`src/hw/oneshot_timer_map.svh`:
```
// Constants for the delayed single-shot / continuous timer channel.
// Assumes it is included by its bare name from the package and the design.
`ifndef ONESHOT_TIMER_MAP_SVH
`define ONESHOT_TIMER_MAP_SVH

`define TMR_WIDTH 16
`define TMR_CNT_RST 16'h0000
`define TMR_RLD_RST 16'h0000
`define TMR_CORR_RST 16'h0000
`define TMR_ALL_ONES 16'hffff
`define TMR_ONE 16'h0001
`define TMR_ZERO 16'h0000
`define TMR_CLK_DIV_DEF 4
`define TMR_DIV_W 8

`endif

```
`src/hw/oneshot_timer_pkg.sv`:
```
// Types shared by the timer channel and whoever drives its software side.
// Assumes the constant header sits beside it.
`include "oneshot_timer_map.svh"

package oneshot_timer_pkg;

  typedef logic [`TMR_WIDTH-1:0] count_t;

  // One cycle strobes from the software side, each with its data.
  typedef struct packed
  {
    logic cnt_wr;
    count_t cnt_data;
    logic rld_wr;
    count_t rld_data;
    logic corr_wr;
    count_t corr_data;
    logic cen_wr;
    logic cen_data;
    logic cen_unlock;
  } sw_req_s;

  typedef enum logic [1:0]
  {
    MODE_DELAYED = 2'b00,
    MODE_CONTINUOUS = 2'b01
  } mode_e;

  typedef enum logic [1:0]
  {
    PH_IDLE = 2'b00,
    PH_DELAY = 2'b01,
    PH_PULSE = 2'b10
  } phase_e;

endpackage

```
`src/hw/delayed_oneshot_continuous_timer.sv`:
```
// One channel of a 16-bit down-counting output timer: delayed single-shot
// with correction, and continuous output.
// Assumes the software side drives sw_i on core_clk_i and that ext_enable_i
// is an asynchronous pin.
//
// Operation
// - start by software enable or external input.
// - delayed: preset, reload at first, stop at second.
// - delayed: output toggles at both underflows only.
// - delayed: interrupt at first and second underflow.
// - each phase lasts loaded value plus one.
// - correction added next tick, decrement cancelled.
// - correction overflow raises no interrupt.
// - underflow stop beats external enable.
// - software enable write beats underflow stop.
// - software disable beats external enable.
// - counter reads all ones after underflow reload.
// - continuous: reload and restart on every underflow.
// - continuous: toggle at start and each underflow.
// - continuous: interrupt at every underflow.
// - start latency follows the count clock.
// - stop on underflow clears the enable bit.
`timescale 1ns/10ps
`default_nettype none
`include "oneshot_timer_map.svh"

module delayed_oneshot_continuous_timer #(
  parameter int CLK_DIV = `TMR_CLK_DIV_DEF
) (
  input wire logic core_clk_i,
  input wire logic nrst_i,
  input wire oneshot_timer_pkg::mode_e mode_i,
  input wire oneshot_timer_pkg::sw_req_s sw_i,
  input wire logic ext_enable_i,
  output logic channel_count_enable_bit_o,
  output oneshot_timer_pkg::count_t count_o,
  output logic ff_o,
  output logic irq_o
);
  import oneshot_timer_pkg::*;

  // Elaboration stops on a divide ratio outside 1..255.
  if (CLK_DIV < 1 || CLK_DIV > 255)
  begin : g_bad_clk_div
    $error("CLK_DIV must lie in 1..255");
  end

  //////////////////////////////////////////////////////////////////////////
  // Reset release and pin synchroniser.

  logic rst_meta_reg;
  logic rst_n;
  logic ext_meta_reg;
  logic ext_sync_reg;
  logic ext_prev_reg;
  logic ext_rise;

  always_ff @(posedge core_clk_i or negedge nrst_i)
  begin
    if (!nrst_i)
    begin
      rst_meta_reg <= 1'b0;
      rst_n <= 1'b0;
    end
    else
    begin
      rst_meta_reg <= 1'b1;
      rst_n <= rst_meta_reg;
    end
  end

  always_ff @(posedge core_clk_i or negedge rst_n)
  begin
    if (!rst_n)
    begin
      ext_meta_reg <= 1'b0;
      ext_sync_reg <= 1'b0;
      ext_prev_reg <= 1'b0;
    end
    else
    begin
      ext_meta_reg <= ext_enable_i;
      ext_sync_reg <= ext_meta_reg;
      ext_prev_reg <= ext_sync_reg;
    end
  end

  assign ext_rise = ext_sync_reg && !ext_prev_reg;

  //////////////////////////////////////////////////////////////////////////
  // Count clock divider: counting, start and underflow advance only on tick.

  logic [`TMR_DIV_W-1:0] div_reg;
  logic [`TMR_DIV_W-1:0] div_next;
  logic tick;

  assign tick = (div_reg == '0);

  always_comb
  begin
    if (tick)
    begin
      div_next = `TMR_DIV_W'(CLK_DIV - 1);
    end
    else
    begin
      div_next = div_reg - `TMR_DIV_W'(1);
    end
  end

  always_ff @(posedge core_clk_i or negedge rst_n)
  begin
    if (!rst_n)
    begin
      div_reg <= '0;
    end
    else
    begin
      div_reg <= div_next;
    end
  end

  //////////////////////////////////////////////////////////////////////////
  // Timer state.

  count_t cnt_reg, cnt_next;
  count_t rld_reg, rld_next;
  count_t corr_reg, corr_next;
  logic corr_pend_reg, corr_pend_next;
  logic rld_pend_reg, rld_pend_next;
  logic cen_reg, cen_next;
  logic started_reg, started_next;
  logic ff_reg, ff_next;
  logic irq_reg, irq_next;
  phase_e phase_reg, phase_next;
  logic running;
  logic underflow;
  logic stop_uf;
  logic sw_cen;

  assign running = cen_reg && started_reg;
  assign underflow = tick && running && !rld_pend_reg && !corr_pend_reg
    && cnt_reg == `TMR_ZERO;
  assign stop_uf = underflow && mode_i == MODE_DELAYED && phase_reg == PH_PULSE;
  // software enable writes take effect only with the unlock
  assign sw_cen = sw_i.cen_wr && sw_i.cen_unlock;

  always_comb
  begin
    cnt_next = cnt_reg;
    rld_next = sw_i.rld_wr ? sw_i.rld_data : rld_reg;
    corr_next = corr_reg;
    corr_pend_next = corr_pend_reg;
    rld_pend_next = rld_pend_reg;
    cen_next = cen_reg;
    started_next = started_reg;
    ff_next = ff_reg;
    irq_next = 1'b0;
    phase_next = phase_reg;

    // start waits for the next count clock
    if (cen_reg && !started_reg && tick)
    begin
      started_next = 1'b1;
      phase_next = PH_DELAY;
      if (mode_i == MODE_CONTINUOUS)
      begin
        ff_next = !ff_reg;
      end
    end
    else if (running && tick)
    begin
      if (rld_pend_reg)
      begin
        // all ones gives way to reload minus one
        cnt_next = rld_reg - `TMR_ONE;
        rld_pend_next = 1'b0;
      end
      else if (corr_pend_reg)
      begin
        cnt_next = cnt_reg + corr_reg;
        corr_pend_next = 1'b0;
      end
      else
      begin
        // count down through zero into underflow
        cnt_next = cnt_reg - `TMR_ONE;
      end
      if (underflow)
      begin
        ff_next = !ff_reg;
        irq_next = 1'b1;
        if (stop_uf)
        begin
          started_next = 1'b0;
          phase_next = PH_IDLE;
        end
        else
        begin
          rld_pend_next = 1'b1;
          phase_next = PH_PULSE;
        end
      end
    end

    // software writes the correction amount as given
    if (sw_i.corr_wr && mode_i == MODE_DELAYED)
    begin
      corr_next = sw_i.corr_data;
      corr_pend_next = 1'b1;
    end
    if (sw_i.cnt_wr)
    begin
      cnt_next = sw_i.cnt_data;
    end

    if (ext_rise)
    begin
      cen_next = 1'b1;
    end
    if (stop_uf)
    begin
      cen_next = 1'b0;
    end
    if (sw_cen)
    begin
      cen_next = sw_i.cen_data;
    end
    if (!cen_next)
    begin
      started_next = 1'b0;
      phase_next = PH_IDLE;
      rld_pend_next = 1'b0;
    end
  end

  always_ff @(posedge core_clk_i or negedge rst_n)
  begin
    if (!rst_n)
    begin
      cnt_reg <= `TMR_CNT_RST;
      rld_reg <= `TMR_RLD_RST;
      corr_reg <= `TMR_CORR_RST;
      corr_pend_reg <= 1'b0;
      rld_pend_reg <= 1'b0;
      cen_reg <= 1'b0;
      started_reg <= 1'b0;
      ff_reg <= 1'b0;
      irq_reg <= 1'b0;
      phase_reg <= PH_IDLE;
    end
    else
    begin
      cnt_reg <= cnt_next;
      rld_reg <= rld_next;
      corr_reg <= corr_next;
      corr_pend_reg <= corr_pend_next;
      rld_pend_reg <= rld_pend_next;
      cen_reg <= cen_next;
      started_reg <= started_next;
      ff_reg <= ff_next;
      irq_reg <= irq_next;
      phase_reg <= phase_next;
    end
  end

  assign channel_count_enable_bit_o = cen_reg;
  assign count_o = cnt_reg;
  assign ff_o = ff_reg;
  assign irq_o = irq_reg;
endmodule // delayed_oneshot_continuous_timer
`default_nettype wire

```
`config.mk`:
```
export PLATFORM = sky130hd
export DESIGN_NAME = delayed_oneshot_continuous_timer
export DESIGN_NICKNAME = d
export VERILOG_FILES = /design/src/hw/oneshot_timer_pkg.sv /design/src/hw/delayed_oneshot_continuous_timer.sv
export VERILOG_INCLUDE_DIRS = /design/src /design/src/hw
export SDC_FILE = /design/constraint.sdc
export NUM_CORES = 1
export LEC_CHECK = 0
export ABC_AREA = 1
export BUFFER_PORTS_ARGS = -buffer_cell sky130_fd_sc_hd__buf_2
export CAP_MARGIN = 5
export CORE_MARGIN = 1
export CORE_UTILIZATION = 23
export CTS_CLUSTER_DIAMETER = 30
export DETAILED_ROUTE_END_ITERATION = 10
export PLACE_DENSITY = 0.48
export SYNTH_ARGS = -nofsm -noshare
export SYNTH_HDL_FRONTEND = slang
export SYNTH_SLANG_ARGS = --single-unit
```
`constraint.sdc`:
```
create_clock -name core_clk_i -period 2.2 [get_ports core_clk_i]
set_input_delay 0.22 -clock core_clk_i [delete_from_list [all_inputs] [get_ports core_clk_i]]
set_output_delay 0.22 -clock core_clk_i [all_outputs]
set_load 0.02 [all_outputs]
```
== After elaboration in Yosys (flattened, before gate mapping) ==
Cells that the tools add are included.
Word-level totals
  word-level logic and storage cells: 96
  flip-flop bits (word level): 69
  input bits: 59
  output and inout bits: 19
Cells by class
  reduce and logical (&&, ||, !) cells: 30
  eq/ne operators: 11
  add/subtract/negate cells: 4
  multiplexer cells: 35
Operators by type and width (count)
  2-to-1 mux 16 bit: 5
  subtractor 16 x 1 -> 16 bit, second input constant: 2
  2-to-1 mux 1 bit: 24
  adder 16 bit: 1
  logical NOT 16 bit: 1
  logical AND 1 bit: 12
  2-to-1 mux 2 bit: 5
  != test 3 x 1 -> 1 bit, second input constant: 3
  AND reduction 3 bit: 3
  logical NOT 8 bit: 1
  2-to-1 mux 8 bit: 1
  != test 2 x 1 -> 1 bit, second input constant: 4
  nonzero test 2 bit: 4
  subtractor 8 x 1 -> 8 bit, second input constant: 1
  AND reduction 2 bit: 3
  logical NOT 1 bit: 5
  != test 2 bit, second input constant: 2
  == test 2 x 1 -> 1 bit, second input constant: 1
  == test 2 bit, second input constant: 1
  logical NOT 2 bit: 1

== Logic depth before layout (Yosys ltp) ==
Gate-level depths: netlist of the first run.
  depth after elaboration: 12
  mapped depth: 16
  depth with buffers taken out: 15

== Worst setup path before layout of the first run ==
OpenSTA, ideal clock, no wires.
  kind: register to register
  start: reg corr_pend_reg
  end: reg cnt_reg[14] (netlist: count_o[14])
  setup slack: 0.094 ns
  library setup time: 0.116 ns
  data arrival time: 1.989 ns
  data required time: 2.084 ns
  stages on the path, launching flop included: 14
  buffers on the path: 1
  clock period less this slack: 2.106 ns
  cell sequence: dfrtp_1 inv_1 clkbuf_1 or2_2 ha_1 or2_2 nand3b_1 nand2_1 nand2_1 nand3_1 nand3_1 nand2_1 nand2_1 nand2_1
Between the ends
  word-level cells in the longest chain between the ends: 5
RTL lines
  from (decl): RTL line delayed_oneshot_continuous_timer.sv:129  | logic corr_pend_reg, corr_pend_next;
  from (signal assigned): RTL line delayed_oneshot_continuous_timer.sv:257  | corr_pend_reg <= corr_pend_next;
  2-to-1 mux 16 bit: RTL line delayed_oneshot_continuous_timer.sv:179  | else if (corr_pend_reg)
  2-to-1 mux 16 bit: RTL line delayed_oneshot_continuous_timer.sv:173  | if (rld_pend_reg)
  2-to-1 mux 16 bit: RTL line delayed_oneshot_continuous_timer.sv:171  | else if (running && tick)
  2-to-1 mux 16 bit: RTL line delayed_oneshot_continuous_timer.sv:162  | if (cen_reg && !started_reg && tick)
  2-to-1 mux 16 bit: RTL line delayed_oneshot_continuous_timer.sv:212  | if (sw_i.cnt_wr)
  to (signal assigned): RTL line delayed_oneshot_continuous_timer.sv:241  | cnt_reg <= `TMR_CNT_RST;
  to (signal assigned): RTL line delayed_oneshot_continuous_timer.sv:254  | cnt_reg <= cnt_next;
  to (decl): RTL line delayed_oneshot_continuous_timer.sv:126  | count_t cnt_reg, cnt_next;
No other way between the ends. The select of a mux whose other input is x is not followed.
A chain may end at the register's enable or synchronous reset.

== Final worst setup path of the first run ==
  start: reg corr_pend_reg
  end: reg cnt_reg[15] (netlist: count_o[15])
The elaborated chain is that of the path after synthesis.

==> reports/metrics.csv, run 1 <==
metric;value;unit
status;completed;
synth_nets;716;
regArea;1730;um^2
worstSetupEndpointType;flop;
use_met3;2.81;%
final_util;31.0;%
syn_inst;638;
syn_area_per_cell;7.27;um^2
die_area;20700;um^2
report.final.setup_viol;0;
gr-max-usage-layer;met2;
reg2reg_depth;14;
min_path_cells;3;
powerDensity;961;nW/um^2
die_w;144;um
drt_iter0_drc;208;
fin_nets;818;
wire_per_inst;14.5;um
r2r-start;corr_pend_reg;
clock-sinks;69;
p_total;5840;uW
ys_seq_area_share;37.2;%
grt-ovfl-total;0;
ys_warn_count;0;
fillers;2155;
vdd_drop_max;385;uV
synth_cell_types;46;
cap_violations;0;
crit_start;corr_pend_reg;
vias_per_cell;4.33;
p_leak;0.00306;uW
clk_path_buf_depth;2;
min_period;2090;ps
clock.fmax;478;MHz
h-tree-depth;3;
rsz0062_at_grt;yes;
grtUsageMet1;21.4;%
path_cells;inv_2 > buf_4 > or2_2 > ha_4 > nand2_2 > inv_1 > a21oi_2 > nand2_1 > nand2_1 > nand3_1 > nand3_1 > nand2_1 > nand2_1 > nand2_1;
path_max_fanout;9;
min-delay-start;sw_i[32];
initial_core_util;23.7;%
holdPathEnd;rld_reg[12];
multi_input_area;2750;um^2
coreArea;19600;um^2
grt_pass1_vias;4379;
cp_num_buf_inv;3;
slowest_delay;360;ps
final_design_area_no_fill;6070;um^2
reg2reg_slack;110;ps
async_reset_ff_share;100;%
rows;51;
cp_top_family;simple AND/OR/NAND/NOR gates;
drc_errors;0;
skew;12.7;ps
start_kind;flop;
ys_seq_elements;69;
crit_required;2450;ps
wl;14600;um
syn_area;4640;um^2
place_ws;-57.4;ps
finalWorstSetupSlack;107;ps
dr.pass1.iters;5;
clkSlewWorstSetupHoldPaths;70;ps
fin_crit_sh;95.1;%
gp_congestion;0.872;
io_pins;78;
dpl_cell_area;5480;um^2
cts_root_buf;clkbuf_16;
die_h;144;um
met2_usage;23.4;%
vias;4372;
grt_max_degree;68;
ant_nets;0;
cp.arrival;2340;ps
hold_violations;0;
hold_path_class;primary input to flop;
path_class;flop to flop;
synth-edff-count;0;
crit_slowest_cell;dfrtp_1;
antenna_found_initial;0;
io_buffer_count;77;
grt.total_usage;15.3;%
syn2layout_area_growth;30.9;%
n_antenna_cell;0;
numCtsBuffers;9;
grt_pass1_wl;23600;um
cts_tree;built;
hpwl;11400;um
maxSlewViolCount;0;
cpMostUsedCell;nand2_1;
rr_endpoint;count_o[15];
clk_latency;350;ps
final_layout_size_suffix_gt1_share;28.9;%
synthFlopType;dfrtp_1;
==> cell usage in the layout (no fill, tap or decap), drive strengths merged, types with 2 or more instances in the layout <==
| master | Yosys | routed |
|---|---|---|
| nand2 | 176 | 176 |
| buf | 6 | 103 |
| inv | 91 | 93 |
| nor2 | 73 | 73 |
| dfrtp | 69 | 69 |
| nand3 | 47 | 47 |
| a21oi | 34 | 34 |
| o21ai | 30 | 30 |
| mux2 | 20 | 20 |
| or2 | 18 | 18 |
| ha | 18 | 18 |
| clkbuf | 8 | 10 |
| xor2 | 7 | 7 |
| nand4 | 6 | 6 |
| o211ai | 5 | 5 |
| nor3 | 4 | 4 |
| nand3b | 4 | 4 |
| and2 | 4 | 4 |
| a31oi | 3 | 3 |
| clkinv | 2 | 3 |
| nor4 | 2 | 2 |
| o2111ai | 2 | 2 |
| clkinvlp | 0 | 2 |
| dlygate4sd3 | 0 | 2 |
==> tightest hold or removal path, delay by kind of cell <==
kind,cells,cell delay (ps)
buf+inv,1,70
compound gates,1,60
simple gates,1,40
==> logic make-up (layout without fill, tap and decap cells) <==
kind of cell | Yosys count | in the layout | synth area share (%)
AOI/OAI and AO/OA | 80 | 80 | 9.60
xor gates and xnor gates | 7 | 7 | 1.32
adders and majority gates | 19 | 19 | 5.29
buffers and inverters | 107 | 214 | 9.14
DFF | 69 | 69 | 37.2
muxes | 20 | 20 | 4.85
other | 1 | 1 | 0.0808
and+or+nand+nor | 335 | 335 | 32.5
==> metal layers <==
metal  vias to the layer above  routed length [um]  part of all wire, %
met2                       103                6370                   43
met3                        17                 622                  4.2
li1                       2246                   -                    -
met4                         0                 260                  1.8
met1                      2006                7400                   51
met5                         -                   0                    0
==> final cells by class <==
type | count | share of cell area [%]
clock buffers | 10 | 3.77
clock inverters | 6 | 1.17
inverters | 93 | 5.79
multi-input cells | 462 | 45.3
flip-flops and latches | 69 | 28.4
well taps | 265 | 5.46
repair buffers | 105 | 10.1
==> how the worst max path moves through the flow <==
stage | end | slack [ps] | cells after the start
floorplan | count_o[14] | 90 | 13
global placement | count_o[15] | -40 | 14
CTS | count_o[15] | -1 | 14
global route | count_o[6] | -50 | 12
finish | count_o[15] | 110 | 14
detailed placement | count_o[15] | -60 | 14
==> what timing repair did <==
item,in CTS,in global routing
hold buffers,2,0
pin swaps,0,12
setup endpoints to repair,6,13
gates cloned,0,0
setup buffers,0,2
resized for setup,15,39
endpoints found under the hold margin,3,0
==> cell usage after synthesis, types with 6 or more instances <==
master	n	area [um^2]
ha_1	18	225
xor2_1	7	61.3
or2_2	17	106
dfrtp_1	69	1730
nand3_1	43	215
a21oi_1	34	170
o21ai_0	25	125
nand4_1	6	37.5
inv_1	90	338
clkbuf_1	7	26.3
nor2_1	67	251
nand2_1	171	642
mux2_2	20	225
==> power breakdown <==
part	leakage [uW]	internal, uW	switching (uW)
Sequential	0.000842	1450	230
Clock	0.000140	888	625
Combinational	0.00207	1150	1500
==> through the flow <==
stage          setup TNS (ps)  hold slack (ps)  cells
6_report                    0             81.6   1010
5_1_grt                  -131             85.0   1010
4_1_cts                 -1.07             73.8   1008
3_5_place_dp             -127             6.62    990
3_3_place_gp            -60.6             5.54    990
2_1_floorplan               0            -75.6    638
No activity file was read; power rests on OpenSTA's default activity.
==> run 2: changes to the inputs <==
--- a/config.mk
+++ b/config.mk
@@ -11,6 +11,7 @@
 export CAP_MARGIN = 5
 export CORE_MARGIN = 1
 export CORE_UTILIZATION = 23
+export CTS_BUF_LIST = sky130_fd_sc_hd__clkbuf_4 sky130_fd_sc_hd__clkbuf_8
 export CTS_CLUSTER_DIAMETER = 30
 export DETAILED_ROUTE_END_ITERATION = 10
 export PLACE_DENSITY = 0.48
==> run 2 against run 1 <==
Hold slack worse by 30 ps. Routed wire length up 0.46%. Core utilization down 0.55 points. Critical path depth down 3. Largest cell class unchanged.
==> reports/metrics.csv, run 2 (synthesis results as in run 1) <==
metric;value;unit
numPlacedInstances;990;
crit_required;2470;ps
switching_power;2300;uW
die_area;20700;um^2
final_design_area_no_fill;5970;um^2
wire_per_inst;14.6;um
path_class;flop to flop;
grt.total_usage;15.2;%
status;completed;
hold-worst-slack;51.1;ps
p_clk_share;20.6;%
grt_pass1_vias;4367;
skew;21.3;ps
io_buffer_count;77;
path_max_fanout;8;
fin_cells;1010;
initial_core_util;23.7;%
clk_path_buf_depth;2;
fin_nets;818;
power_frac_seq;30.8;%
dpl_cell_area;5480;um^2
fillers;2172;
rows;51;
place_ws;-57.4;ps
coreArea;19600;um^2
switching_share;42.3;%
grt_max_degree;68;
cp.arrival;2390;ps
rsz0062_at_grt;yes;
clkSlewWorstSetupHoldPaths;100;ps
cts_root_buf;clkbuf_8;
p_leak;0.00300;uW
regArea;1730;um^2
io_pins;78;
final_common_cell;nand2_1;
drc_errors;0;
vias;4389;
fin_tns_setup;0;ps
cts_tree;built;
min_period;2110;ps
clock-sinks;69;
wl;14700;um
final_layout_size_suffix_gt1_share;29.4;%
syn2layout_area_growth;28.6;%
report.final.setup_viol;0;
h-tree-depth;3;
hpwl;11400;um
finalWorstSetupSlack;86.1;ps
clk_latency;390;ps
grt_pass1_wl;23500;um
cap_violations;0;
powerDensity;912;nW/um^2
die_h;144;um
worstSetupEndpointType;flop;
hold_path_class;primary input to flop;
maxSlewViolCount;0;
power.internal;3140;uW
fin_crit_sh;96.1;%
hold_violations;0;
antenna_found_initial;0;
drt_iter0_drc;196;
power_frac_comb;48.6;%
grt-ovfl-total;0;
n_antenna_cell;0;
ant_nets;0;
vdd_drop_max;301;uV
die_w;144;um
layout_common_cells;nand2_1 (157), inv_1 (88), buf_2 (77), dfrtp_1 (68), nor2_1 (59);
multi_input_area;2740;um^2
dr.pass1.iters;5;
vias_per_cell;4.35;
clock.fmax;473;MHz
start_kind;flop;
numCtsBuffers;9;
gp_congestion;0.872;
-- run 2: routing by layer --
metal  global-route usage [%]  wire, um
met2                     23.3      6360
met1                     21.3      7480
met5                        0         0
met3                     2.91       600
met4                     4.87       278
-- run 2: final cells by class --
cell class              instances  share of cell area [%]
multi-input cells             462                    45.9
flip-flops and latches         69                    29.0
repair buffers                105                    10.3
inverters                      93                    5.89
well taps                     265                    5.56
clock buffers                  10                    2.20
clock inverters                 6                    1.20
-- run 2: path summary, 6_finish.rpt --
check / slack [ps] / cells past startpoint / startpoint / endpoint
setup / recovery: 90 / 11 / corr_pend_reg / count_o[6]
hold / removal: 50 / 3 / sw_i[32] / rld_reg[12]
setup reg to reg: 90 / 11 / corr_pend_reg / count_o[6]
hold reg to reg: 290 / 1 / rst_n / corr_pend_reg
max in group asynchronous: 1600 / 1 / rst_n / started_reg
min in group asynchronous: 140 / 2 / nrst_i / rst_n
-- run 2: critical path, stage by stage, from the launching register on --
cell and delay (ps):
dfrtp_1 370, inv_2 70, buf_4 150, or2_2 290
ha_4 310, nand2_2 80, nand3b_1 190, nand2_1 110
nor2_1 40, o21ai_1 150, and2_1 160, o21ai_1 70
-- run 2: stage by stage --
step                      utilization, %  power [uW]
after floorplan                        -        3160
after global placement              28.0        3950
after detailed placement            28.0        3940
after CTS                           29.6        5230
after global routing                30.5        5860
final                               30.5        5440
-- run 2: what timing repair did --
action	4_1_cts	5_1_grt
pin swaps	0	11
hold buffers	2	0
endpoints found under the hold margin	3	0
gates resized for setup	12	42
setup buffers	0	2
endpoints found under the setup margin	7	13
-- run 2: power groups by stage --
stage	logic [uW]	registers, uW	clock network (uW)
floorplan	1440	1720	0
global placement	2270	1680	0
detailed placement	2270	1670	0
CTS	2400	1670	1160
global route	2950	1700	1210
finish	2640	1680	1120
==> run 3: changes to the inputs <==
--- a/config.mk
+++ b/config.mk
@@ -11,10 +11,10 @@
 export CAP_MARGIN = 5
 export CORE_MARGIN = 1
 export CORE_UTILIZATION = 23
-export CTS_BUF_LIST = sky130_fd_sc_hd__clkbuf_4 sky130_fd_sc_hd__clkbuf_8
 export CTS_CLUSTER_DIAMETER = 30
 export DETAILED_ROUTE_END_ITERATION = 10
 export PLACE_DENSITY = 0.48
+export SKIP_CTS_REPAIR_TIMING = 1
 export SYNTH_ARGS = -nofsm -noshare
 export SYNTH_HDL_FRONTEND = slang
 export SYNTH_SLANG_ARGS = --single-unit
==> run 3 against run 2 <==
Total power grew 7.1%. Worst setup slack improved by 15 ps. Core utilization grew 0.51 points. Hold slack gained 29 ps. Critical path depth rose by 1. Combinational power is essentially flat. Sequential power about the same. First-iteration DRC count increased by 4.1%. Via count fell by 1.3%. Register-to-register slack about the same. Die area is the same. Critical endpoint unchanged.
==> reports/metrics.csv, run 3 (synthesis results as in run 1) <==
metric;value;unit
hpwl;11400;um
dr.pass1.iters;5;
skew;12.7;ps
worstSetupEndpointType;flop;
initial_core_util;23.7;%
crit_start;corr_pend_reg;
start_kind;flop;
crit_required;2480;ps
rows;51;
place_ws;-57.4;ps
dpl_cell_area;5480;um^2
vdd_drop_max;387;uV
p_total;5830;uW
grt.total_usage;15.1;%
drt_iter0_drc;204;
crit_slowest_cell;fa_2;
wl;14700;um
io_buffer_count;77;
clk_latency;350;ps
clock-sinks;69;
finalWorstSetupSlack;101;ps
die_area;20700;um^2
r2r-start;corr_pend_reg;
n_antenna_cell;0;
cap_violations;0;
path_cells;inv_2 > or2_4 > ha_4 > fa_2 > nand2_1 > nand2_1 > nand3b_1 > nand2_1 > nor2_1 > o21ai_1 > and2_1 > o21ai_1;
wire_per_inst;14.5;um
grt_max_degree;68;
final_layout_size_suffix_gt1_share;28.9;%
maxSlewViolCount;0;
cts_tree;built;
path_max_fanout;8;
hold_path_class;primary input to flop;
numCtsBuffers;9;
report.final.setup_viol;0;
coreArea;19600;um^2
status;completed;
path_class;flop to flop;
vias;4334;
ant_nets;0;
die_h;144;um
powerDensity;961;nW/um^2
cpMostUsedCell;nand2_1;
grtUsageMet1;21.4;%
grt_pass1_wl;23300;um
fin_crit_sh;95.4;%
gr-max-usage-layer;met2;
gp_congestion;0.872;
cp.arrival;2380;ps
p_leak;0.00305;uW
met2_usage;23.1;%
clk_path_buf_depth;2;
die_w;144;um
min_period;2100;ps
fin_nets;818;
final_common_cell;nand2_1;
rsz0062_at_grt;yes;
clkSlewWorstSetupHoldPaths;70;ps
use_met3;2.65;%
io_pins;78;
min-delay-start;sw_i[32];
drc_errors;0;
layout_common_cells;nand2_1 (159), inv_1 (88), buf_2 (77), dfrtp_1 (68), nor2_1 (60);
h-tree-depth;3;
grt_pass1_vias;4294;
slowest_delay;390;ps
cts_root_buf;clkbuf_16;
vias_per_cell;4.29;
grt-ovfl-total;0;
clock.fmax;476;MHz
syn2layout_area_growth;30.8;%
hold_violations;0;
final_design_area_no_fill;6070;um^2
antenna_found_initial;0;
==> run 3: cell types whose count changed in the layout (fill, tap and decap cells not counted) <==
cell       change
nor2_1         +1
nand2_1        +2
clkbuf_1       +1
nor2_2         -2
clkbuf_4       -1
nand2_2        -3
nor2_4         +1
nand2_4        +1
clkbuf_8       -9
clkbuf_16      +9
==> run 3: path summary, 6_finish.rpt <==
| check | endpoint | slack, ps | depth (start not counted) |
|---|---|---|---|
| max in group asynchronous | count_o[6] | 1610 | 1 |
| min in group asynchronous | rst_n | 180 | 2 |
| hold reg to reg | rld_reg[12] | 300 | 1 |
| setup / recovery | count_o[6] | 100 | 12 |
| hold / removal | rld_reg[12] | 80 | 3 |
| setup reg to reg | count_o[6] | 100 | 12 |
==> run 3: area by class of cell <==
type | instances | area, um^2
fill | 2159 | 13500
clock inverter | 6 | 71.3
multi-input combinational | 462 | 2740
inverter | 93 | 352
tap | 265 | 332
clock buffer | 10 | 229
timing repair buffer | 105 | 613
sequential | 69 | 1730
==> run 3: per-layer routing <==
layer / part of all wire (%) / routed length (um) / vias up
li1: - / - / 2244
met1: 51 / 7510 / 2005
met2: 44 / 6460 / 74
met3: 3.4 / 503 / 11
met4: 1.3 / 191 / 0
met5: 0 / 0 / -
==> run 3: stage by stage <==
step	hold WS, ps	TNS [ps]	utilization (%)	std cells
global route	85.0	-166	31.0	1010
global placement	5.54	-60.6	28.0	990
CTS	-366	-232	29.5	1006
floorplan	-75.6	0	-	638
detailed placement	6.62	-127	28.0	990
finish	79.8	0	31.0	1010
==> run 3: critical path: cells and delay by family, from the launching register on <==
| kind | cells | cell delay [ps] |
|---|---|---|
| AND/OR/NAND/NOR | 7 | 820 |
| adder cells (fa/ha/maj) | 2 | 560 |
| flip-flops | 1 | 360 |
| AO/OA/AOI/OAI | 2 | 200 |
| buffers and inverters | 1 | 70 |
==> run 3: where the power goes <==
group / internal, uW / switching [uW]
sequential: 1450 / 231
combinational: 1140 / 1490
clock: 888 / 622
total: 3480 / 2350
